**src/hw/rsl_pkg.sv**
```systemverilog
// Package for the role switch and link supervision sequencer
// Functional notes
// After role exchange reverse TDD, keep old hopping
// Send timing offset message before FHS, 0..1249
// Slave merges offset with coarse FHS clock
// First FHS: header address zero, payload new address
// ID acknowledges FHS; then both change parameters
// Move each slave individually, wait for ack
// FHS header old address, payload new address
// On ack adopt own timing, send POLL
// Start newconnection timer on ack; repeat POLL
// On timeout fall back to old timing, resend FHS
// Iterate over all slaves; done when all acked
// Parked slaves: unpark old, move, repark new
// Supervision timer restarts on valid addressed packet
// Supervision timeout resets the connection
// One supervision timeout for voice and data
// Supervision limit comes from link manager
// Parked slaves are not timer supervised
// Timers count slots; limits loaded before use
package rsl_pkg;
    localparam int          NUM_SLAVES    = 7;
    localparam logic [10:0] ALIGN_MAX_US  = 11'h4E1; // Largest slot offset, 1249 us
    localparam logic [2:0]  BCAST_ADDR    = 3'h0;
    localparam logic [15:0] TIMER_RST_VAL = 16'h0000;

    typedef enum logic [2:0] {
        RSL_PKT_NONE, RSL_PKT_ALIGN, RSL_PKT_FHS, RSL_PKT_POLL, RSL_PKT_UNPARK, RSL_PKT_PARK
    } rsl_pkt_t;

    // Transmit request to the baseband packet engine
    typedef struct packed {
        logic        valid;
        rsl_pkt_t    kind;
        logic [2:0]  hdr_addr;
        logic [2:0]  pay_addr;
        logic [10:0] offset_us;
        logic        new_params;
    } rsl_tx_t;

    // Received packet summary from the packet engine
    typedef struct packed {
        logic       valid;
        logic       hec_ok;
        logic [2:0] addr;
        logic       is_id;
        logic       is_resp;
    } rsl_rx_t;
endpackage

```
**src/hw/rsl_slot_timer.sv**
```systemverilog
// Slot counting timer with loadable limit
`timescale 1ns/1ps
module rsl_slot_timer
    import rsl_pkg::*;
(
    input  wire logic        sys_clk,
    input  wire logic        sys_rst,
    input  wire logic        slot_tick,
    input  wire logic        restart,
    input  wire logic        run,
    input  wire logic [15:0] limit,
    output logic             expired
);
    logic [15:0] cnt_q;

    // Counts slots while running, restart has priority
    always_ff @(posedge sys_clk or posedge sys_rst) begin
        if (sys_rst) begin
            cnt_q <= TIMER_RST_VAL;
        end else if (restart || !run) begin
            cnt_q <= TIMER_RST_VAL;
        end else if (slot_tick && cnt_q != limit) begin
            cnt_q <= cnt_q + 16'h0001;
        end
    end

    assign expired = run && !restart && (cnt_q == limit) && (limit != 16'h0000);
endmodule

```
**src/hw/rsl_supervisor.sv**
```systemverilog
// Link supervision timer for one active link
`timescale 1ns/1ps
module rsl_supervisor
    import rsl_pkg::*;
(
    input  wire logic        sys_clk,
    input  wire logic        sys_rst,
    input  wire logic        slot_tick,
    input  wire logic        connected,
    input  wire logic        parked,
    input  wire logic [2:0]  own_addr,
    input  wire rsl_rx_t     rx,
    input  wire logic [15:0] sup_limit,
    output logic             sup_expired
);
    logic hit;

    // Valid header and matching address restart the timer
    assign hit = rx.valid && rx.hec_ok && (rx.addr == own_addr);

    // One limit for every link type, parked links excluded
    rsl_slot_timer u_tmr (
        .sys_clk   (sys_clk),
        .sys_rst   (sys_rst),
        .slot_tick (slot_tick),
        .restart   (hit),
        .run       (connected && !parked),
        .limit     (sup_limit),
        .expired   (sup_expired)
    );
endmodule

```
**src/hw/rsl_switch_ctrl.sv**
```systemverilog
// Master-slave role exchange sequencer and link supervision
`timescale 1ns/1ps
module rsl_switch_ctrl
    import rsl_pkg::*;
(
    input  wire logic                  sys_clk,
    input  wire logic                  sys_rst,
    input  wire logic                  slot_tick,
    input  wire logic                  switch_go,
    input  wire logic [10:0]           align_us,
    input  wire logic [NUM_SLAVES-1:0] slave_present,
    input  wire logic [NUM_SLAVES-1:0] slave_parked,
    input  wire logic [3*NUM_SLAVES-1:0] new_addr_map,
    input  wire logic [15:0]           newconn_limit,
    input  wire logic [15:0]           sup_limit,
    input  wire logic                  connected,
    input  wire logic                  tx_ready,
    input  wire rsl_rx_t               rx,
    output rsl_tx_t                    tx_q,
    output logic                       tdd_reversed_q,
    output logic                       own_timing_q,
    output logic                       switch_done_q,
    output logic                       conn_reset_q
);
    import rsl_pkg::*;

    typedef enum logic [3:0] {
        ST_IDLE, ST_PICK, ST_UNPARK, ST_ALIGN, ST_FHS, ST_WAIT_ACK, ST_POLL, ST_WAIT_RESP, ST_REPARK, ST_DONE
    } rsl_state_t;

    rsl_state_t              state_q;
    logic [2:0]              idx_q;
    logic [NUM_SLAVES-1:0]   moved_q;
    logic                    first_q;
    logic                    nc_run_q;
    logic                    nc_restart_q;
    logic                    nc_expired;
    logic                    sup_expired;
    logic [2:0]              old_addr;
    logic [2:0]              new_addr;
    logic                    is_parked;
    logic [2:0]              next_idx;
    logic                    any_left;
    logic [3:0]              pick_r;
    logic                    tx_sent;
    logic                    resp_hit;
    logic                    resp_seen_q;
    logic                    resp_any;

    // Lowest slave still waiting to be moved
    function automatic logic [3:0] pick_next(input logic [NUM_SLAVES-1:0] pend);
        logic [3:0] r;
        r = 4'hF;
        for (int i = NUM_SLAVES - 1; i >= 0; i--) begin
            if (pend[i]) begin
                r = 4'(i);
            end
        end
        return r;
    endfunction

    // Old member address is index+1, new address from manager map
    assign old_addr  = idx_q + 3'h1;
    assign new_addr  = new_addr_map[3*idx_q +: 3];
    assign is_parked = slave_parked[idx_q];
    assign pick_r    = pick_next(slave_present & ~moved_q);
    assign any_left  = pick_r != 4'hF;
    assign next_idx  = pick_r[2:0];

    // A send state moves on only once its request has been taken
    assign tx_sent   = tx_q.valid && tx_ready;
    assign resp_hit  = rx.valid && rx.hec_ok && rx.is_resp && (rx.addr == new_addr);
    assign resp_any  = resp_hit || resp_seen_q;

    // Timer for verifying the switch with POLL
    rsl_slot_timer u_nc (
        .sys_clk   (sys_clk),
        .sys_rst   (sys_rst),
        .slot_tick (slot_tick),
        .restart   (nc_restart_q),
        .run       (nc_run_q),
        .limit     (newconn_limit),
        .expired   (nc_expired)
    );

    // Link supervision for the addressed slave
    rsl_supervisor u_sup (
        .sys_clk     (sys_clk),
        .sys_rst     (sys_rst),
        .slot_tick   (slot_tick),
        .connected   (connected && !conn_reset_q), // Restart after each loss
        .parked      (is_parked),
        .own_addr    (old_addr),
        .rx          (rx),
        .sup_limit   (sup_limit),
        .sup_expired (sup_expired)
    );

    // Sequencer through every slave of the old piconet
    always_ff @(posedge sys_clk or posedge sys_rst) begin
        if (sys_rst) begin
            state_q <= ST_IDLE;
            idx_q   <= 3'h0;
            moved_q <= '0;
            first_q <= 1'b0;
        end else if (conn_reset_q) begin
            state_q <= ST_IDLE;
            moved_q <= '0;
        end else begin
            unique case (state_q)
                ST_IDLE: begin
                    if (switch_go) begin
                        moved_q <= '0;
                        first_q <= 1'b1;
                        state_q <= ST_PICK;
                    end
                end
                ST_PICK: begin
                    if (any_left) begin
                        idx_q   <= next_idx;
                        state_q <= slave_parked[next_idx] ? ST_UNPARK : ST_ALIGN;
                    end else begin
                        state_q <= ST_DONE;
                    end
                end
                ST_UNPARK: if (tx_sent) state_q <= ST_ALIGN;
                ST_ALIGN:  if (tx_sent) state_q <= ST_FHS;
                ST_FHS:    if (tx_sent) state_q <= ST_WAIT_ACK;
                ST_WAIT_ACK: begin
                    if (rx.valid && rx.hec_ok && rx.is_id) begin
                        state_q <= ST_POLL;
                    end
                end
                ST_POLL: if (tx_sent) state_q <= ST_WAIT_RESP;
                ST_WAIT_RESP: begin
                    if (resp_any) begin
                        moved_q[idx_q] <= 1'b1;
                        first_q        <= 1'b0;
                        state_q        <= is_parked ? ST_REPARK : ST_PICK;
                    end else if (nc_expired) begin
                        state_q <= ST_FHS;
                    end else if (slot_tick) begin
                        state_q <= ST_POLL;
                    end
                end
                ST_REPARK: if (tx_sent) state_q <= ST_PICK;
                ST_DONE:   state_q <= ST_IDLE;
                default:   state_q <= ST_IDLE;
            endcase
        end
    end

    // Newconnection timer starts on the FHS acknowledgement
    always_ff @(posedge sys_clk or posedge sys_rst) begin
        if (sys_rst) begin
            nc_run_q     <= 1'b0;
            nc_restart_q <= 1'b0;
        end else begin
            nc_restart_q <= (state_q == ST_WAIT_ACK) && rx.valid && rx.hec_ok && rx.is_id;
            if (state_q == ST_WAIT_ACK && rx.valid && rx.hec_ok && rx.is_id) begin
                nc_run_q <= 1'b1;
            end else if (state_q != ST_POLL && state_q != ST_WAIT_RESP) begin
                nc_run_q <= 1'b0;
            end
        end
    end

    // Response that lands while a POLL retry is queued is kept
    always_ff @(posedge sys_clk or posedge sys_rst) begin
        if (sys_rst) begin
            resp_seen_q <= 1'b0;
        end else if (resp_hit && (state_q == ST_POLL || state_q == ST_WAIT_RESP)) begin
            resp_seen_q <= 1'b1;
        end else if (state_q != ST_POLL) begin
            resp_seen_q <= 1'b0;
        end
    end

    // Timing selection: reversed TDD held, own timing only after ack
    always_ff @(posedge sys_clk or posedge sys_rst) begin
        if (sys_rst) begin
            tdd_reversed_q <= 1'b0;
            own_timing_q   <= 1'b0;
        end else begin
            if (state_q == ST_IDLE && switch_go) begin
                tdd_reversed_q <= 1'b1;
            end
            if (state_q == ST_WAIT_ACK && rx.valid && rx.hec_ok && rx.is_id) begin
                own_timing_q <= 1'b1;
            end else if (state_q == ST_WAIT_RESP && nc_expired && !resp_any) begin
                own_timing_q <= 1'b0;
            end else if (state_q == ST_ALIGN || state_q == ST_UNPARK) begin
                own_timing_q <= 1'b0;
            end
            if (conn_reset_q) begin
                tdd_reversed_q <= 1'b0;
                own_timing_q   <= 1'b0;
            end
        end
    end

    // Transmit request drawn from the current state
    always_ff @(posedge sys_clk or posedge sys_rst) begin
        if (sys_rst) begin
            tx_q <= '0;
        end else if (tx_sent) begin
            tx_q <= '0; // Taken, so no second copy reaches the engine
        end else begin
            tx_q <= '0;
            unique case (state_q)
                ST_UNPARK: begin
                    tx_q.valid    <= 1'b1;
                    tx_q.kind     <= RSL_PKT_UNPARK;
                    tx_q.hdr_addr <= old_addr;
                end
                ST_ALIGN: begin
                    tx_q.valid     <= 1'b1;
                    tx_q.kind      <= RSL_PKT_ALIGN;
                    tx_q.hdr_addr  <= old_addr;
                    tx_q.offset_us <= (align_us > ALIGN_MAX_US) ? ALIGN_MAX_US : align_us;
                end
                ST_FHS: begin
                    tx_q.valid    <= 1'b1;
                    tx_q.kind     <= RSL_PKT_FHS;
                    tx_q.hdr_addr <= first_q ? BCAST_ADDR : old_addr;
                    tx_q.pay_addr <= new_addr;
                end
                ST_POLL: begin
                    tx_q.valid      <= 1'b1;
                    tx_q.kind       <= RSL_PKT_POLL;
                    tx_q.hdr_addr   <= new_addr;
                    tx_q.new_params <= 1'b1;
                end
                ST_REPARK: begin
                    tx_q.valid      <= 1'b1;
                    tx_q.kind       <= RSL_PKT_PARK;
                    tx_q.hdr_addr   <= new_addr;
                    tx_q.new_params <= 1'b1;
                end
                default: begin
                    tx_q <= '0;
                end
            endcase
        end
    end

    // Completion flag and connection reset on supervision loss
    always_ff @(posedge sys_clk or posedge sys_rst) begin
        if (sys_rst) begin
            switch_done_q <= 1'b0;
            conn_reset_q  <= 1'b0;
        end else begin
            switch_done_q <= (state_q == ST_DONE) || (switch_done_q && !switch_go);
            conn_reset_q  <= connected && sup_expired;
        end
    end

    // Supervision loss leads to reset on the next edge
    sup_reset_a: assert property (@(posedge sys_clk) disable iff (sys_rst)
        connected && sup_expired |=> conn_reset_q) else $error("supervision loss did not reset");

    // Supervision loss gives a single reset pulse, then the timer restarts
    reset_pulse_a: assert property (@(posedge sys_clk) disable iff (sys_rst)
        conn_reset_q |=> !conn_reset_q) else $error("connection reset held");

    // Alignment message precedes FHS, except an FHS resent after a newconnection timeout
    align_first_a: assert property (@(posedge sys_clk) disable iff (sys_rst)
        $rose(state_q == ST_FHS) && !$past(state_q == ST_WAIT_RESP) |-> $past(state_q) == ST_ALIGN)
        else $error("FHS not preceded by alignment");

    // Offset never exceeds its range
    align_range_a: assert property (@(posedge sys_clk) disable iff (sys_rst)
        tx_q.kind == RSL_PKT_ALIGN |-> tx_q.offset_us <= ALIGN_MAX_US) else $error("offset out of range");

    // A request stands unchanged until the packet engine takes it
    tx_hold_a: assert property (@(posedge sys_clk) disable iff (sys_rst)
        tx_q.valid && !tx_ready && state_q != ST_IDLE |=> tx_q == $past(tx_q))
        else $error("request withdrawn before acceptance");

    // Acknowledgement switches to own timing next cycle
    ack_timing_a: assert property (@(posedge sys_clk) disable iff (sys_rst)
        state_q == ST_WAIT_ACK && rx.valid && rx.hec_ok && rx.is_id && !conn_reset_q
        |=> own_timing_q && state_q == ST_POLL ##1 tx_q.kind == RSL_PKT_POLL)
        else $error("ack not followed by POLL");

    // A response during a POLL retry is not lost
    resp_keep_a: assert property (@(posedge sys_clk) disable iff (sys_rst)
        state_q == ST_POLL && resp_hit |=> resp_seen_q) else $error("response during retry lost");

    // Timeout returns to old timing and FHS
    nc_fallback_a: assert property (@(posedge sys_clk) disable iff (sys_rst)
        state_q == ST_WAIT_RESP && nc_expired && !conn_reset_q && !resp_any
        |=> !own_timing_q && state_q == ST_FHS && tdd_reversed_q) else $error("no fallback on timeout");

    // FHS header address zero for first slave
    fhs_addr_a: assert property (@(posedge sys_clk) disable iff (sys_rst)
        tx_q.kind == RSL_PKT_FHS |-> tx_q.hdr_addr == ($past(first_q) ? BCAST_ADDR : $past(old_addr)))
        else $error("wrong FHS header address");

    // Done only when no slave left to move
    done_all_a: assert property (@(posedge sys_clk) disable iff (sys_rst)
        state_q == ST_DONE |-> (slave_present & ~moved_q) == '0 || $changed(slave_present))
        else $error("switch done with slaves pending");

    // Timer runs while verifying the switch
    nc_running_a: assert property (@(posedge sys_clk) disable iff (sys_rst)
        state_q == ST_WAIT_RESP && $past(state_q) == ST_POLL |-> nc_run_q) else $error("newconnection timer idle");
endmodule

```
**config.mk**
```make
export PLATFORM = sky130hd
export DESIGN_NAME = rsl_switch_ctrl
export DESIGN_NICKNAME = d
export VERILOG_FILES = /design/src/hw/rsl_pkg.sv /design/src/hw/rsl_slot_timer.sv /design/src/hw/rsl_supervisor.sv /design/src/hw/rsl_switch_ctrl.sv
export SDC_FILE = /design/constraint.sdc
export NUM_CORES = 1
export LEC_CHECK = 0
export ABC_AREA = 0
export BUFFER_PORTS_ARGS = -buffer_cell sky130_fd_sc_hd__buf_4
export CAP_MARGIN = 20
export CORE_UTILIZATION = 54
export DETAILED_ROUTE_END_ITERATION = 10
export MAX_ROUTING_LAYER = met4
export PLACE_DENSITY_LB_ADDON = 0.08
export SLEW_MARGIN = 20
export SYNTH_ARGS = -nofsm -noshare
export SYNTH_HDL_FRONTEND = slang
export SYNTH_SLANG_ARGS = --single-unit
```
**constraint.sdc**
```tcl
create_clock -name sys_clk -period 2.5 [get_ports sys_clk]
set_input_delay 0 -clock sys_clk [delete_from_list [all_inputs] [get_ports sys_clk]]
set_output_delay 0 -clock sys_clk [all_outputs]
set_load 0.03 [all_outputs]
```
==> results.ini <==
[grt]
grt_pass1_vias = 3946
busiest_layer = met2
grt_remaining_overflow = 0
met3_usage_pct = 3.72
use_met2_pct = 44.5
grt_pass1_wl_mm = 18.8
grt_start_max_net_pins = 44
use_met1_pct = 38.6
track_usage_pct = 28.3
antenna_found_initial = 0

[floorplan]
ioPinCount = 117
fp-row-count = 33
coreArea_sq_um = 8220
initial_utilization_pct = 55.6
die_y_um = 94
die_x_um = 94
die_area_sq_um = 8840

[logic_synthesis]
synthCells = 478
synthTopCellsByArea = dfrtp_1, xnor2_1, xor2_1, nor2_1, nand2_1
yosys-top-cells-count = dfrtp_1, nor2_1, nand2_1, xnor2_1, xor2_1
yosysSeqAreaShare_pct = 41.6
synthesis.nets = 572
synth_enable_flop_cells = 0
yosysUniqueCellTypes = 67
async_flop_share_pct = 100
synth_top_area_share_pct = 41.6
ys_ff_latch = 76
yosysWarnings = 0
yosysTopAreaCell = dfrtp_1
synth_most_common_cell = dfrtp_1
synthFlopType = dfrtp_1
syn_area_sq_um = 4570
syn_avg_cell_area_sq_um = 9.56

[timing]
tightest_slew_ns = 0.752
whs_ns = 0.0147
final-hold-violation-count = 0
tns_ns = 0
fmax_ghz = 0.425
final-setup-viol-count = 0
finClkSkew_ns = 0.0195
relSlewSlack_pct = 49.8
post-route-min-period_ns = 2.35
fin_crit_sh_pct = 94.1
maxSlewViolCount = 0
grt_setup_unrepaired = no

[cells_and_area]
nFillCells = 642
areaGrowthSynthToFinish_pct = 29.2
diodes = 0
drive_above_1_share_pct = 27.7
nNetsFinal = 707

[setup_path]
worstSetupPathType = reg2reg
worst_setup_path_end_kind = flop
critPathLaunchType = flop
endpoint = state_q[3]
critical_path.max_fanout = 15
cp-startpoint = idx_q[0]
reg2reg_from = idx_q[0]
worstReg2RegEnd = state_q[3]
critical_path_arrival_ns = 2.64
crit_required_ns = 2.78
r2r_setup_slack_ns = 0.15
r2r_cells = 7

[worst_hold_path]
min_path_cells = 3
hp-class = in2reg

[power]
power_density_nw_per_um2 = 737
intPower_w = 0.00256
power_leakage_nw = 2.63
switchingPower_w = 0.00179
p_clk_share_pct = 20.5
p_sw_share_pct = 41.1
peakVddDrop_uv = 565
p_comb_share_pct = 42.8
seqPwrFrac_pct = 36.7

[route]
drc = 0
avgRoutedWirePerCell_um = 16.1
drt-total-wl_mm = 11.6
drt-initial-drc-count = 229
num_vias = 4106
vias_per_cell = 5.68
firstDrtPassIters = 5
ant_nets = 0

[placed_design]
place.gp.congestion = 0.903
port_buffers = 116
dpl.hpwl_mm = 8.59

[flow_run]
drv_cap = 0

[clock_tree]
post_cts_resized = 0
cts.sink_count = 76
cts_root_buf = clkbuf_8
clkTransAtPathRegs_ns = 0.10
clk_latency_ns = 0.36
htreeDepth = 3
cts_tree = built
postCtsSetupRepairBufs = 0
cts_hold_buf = 15
cts-buffers-inserted = 9
cts_buffer_depth = 2

[outcome]
status = completed

==> sequential cells by signal (all words and copies together), names as in the netlist <==
register,count
tx_q,22
u_nc.cnt_q,16
u_sup.u_tmr.cnt_q,16
moved_q,7
state_q,4
idx_q,3
conn_reset_q,1
first_q,1
nc_restart_q,1
nc_run_q,1
own_timing_q,1
resp_seen_q,1
switch_done_q,1
tdd_reversed_q,1
==> through the flow <==
stage	cell area, sq um	setup WS, ns	cells	power (W)	util [%]
final	5910	0.147	723	0.00435	71.9
after global routing	5910	0.0109	723	0.00461	71.9
after CTS	5910	0.164	723	0.00435	71.9
after detailed placement	5580	0.205	692	0.00344	67.9
after global placement	5580	0.269	692	0.00340	67.9
after floorplan	4570	0.529	478	0.00286	-
==> kinds of logic after synthesis <==
| kind of cell | count (synthesis) | synth area share [%] |
|---|---|---|
| AND/OR/NAND/NOR | 199 | 24.7 |
| AO/OA/AOI/OAI | 86 | 13.2 |
| flip-flops | 76 | 41.6 |
| XOR/XNOR | 60 | 11.8 |
| buffers and inverters | 38 | 3.80 |
| multiplexers | 16 | 4.02 |
| adder cells (fa/ha/maj) | 3 | 0.821 |
==> critical path, cell delays in order (launching register included) <==
cell and delay (ns):
dfrtp_1 0.58, nor2b_1 0.34, a22oi_1 0.10, nand2_1 0.19, mux2i_2 0.32, a31oi_4 0.21
or3_1 0.41, a21oi_1 0.12
==> worst min path at each step <==
stage                 start        endpoint
6_report              rx[5]    nc_restart_q
5_1_grt               rx[5]    nc_restart_q
4_1_cts               rx[5]    nc_restart_q
3_5_place_dp        sys_rst  u_nc.cnt_q[11]
3_3_place_gp        sys_rst  u_nc.cnt_q[10]
2_1_floorplan  align_us[10]        tx_q[10]
==> power groups by stage <==
stage | sequential (W) | clock, W | combinational [W]
6_report | 0.00160 | 0.000890 | 0.00186
4_1_cts | 0.00159 | 0.000904 | 0.00185
5_1_grt | 0.00163 | 0.000951 | 0.00203
3_5_place_dp | 0.00162 | 0 | 0.00183
3_3_place_gp | 0.00161 | 0 | 0.00179
2_1_floorplan | 0.00166 | 0 | 0.00120
==> area by class of cell <==
cell class                 count  area (sq um)  area share, %
clock inverter                 7          55.1          0.932
tap                          105           131           2.22
timing repair buffer         141          1120           19.0
clock buffer                   9           124           2.10
multi-input combinational    364          2490           42.2
inverter                      21          78.8           1.33
sequential                    76          1900           32.2
==> routing by layer <==
layer	vias to the layer above	part of all wire [%]
met5	-	0
met1	1987	45
li1	1976	-
met4	0	1.1
met3	16	4.7
met2	127	49
==> cell usage in the layout (no fill, tap or decap), drive strengths merged, types with 21 or more instances in the layout <==
cell	n
a21oi	26
buf	126
dfrtp	76
inv	25
nand2	34
nand4	21
nor2	48
xnor2	30
xor2	30
Note: power is estimated with default switching activity, not from simulation.
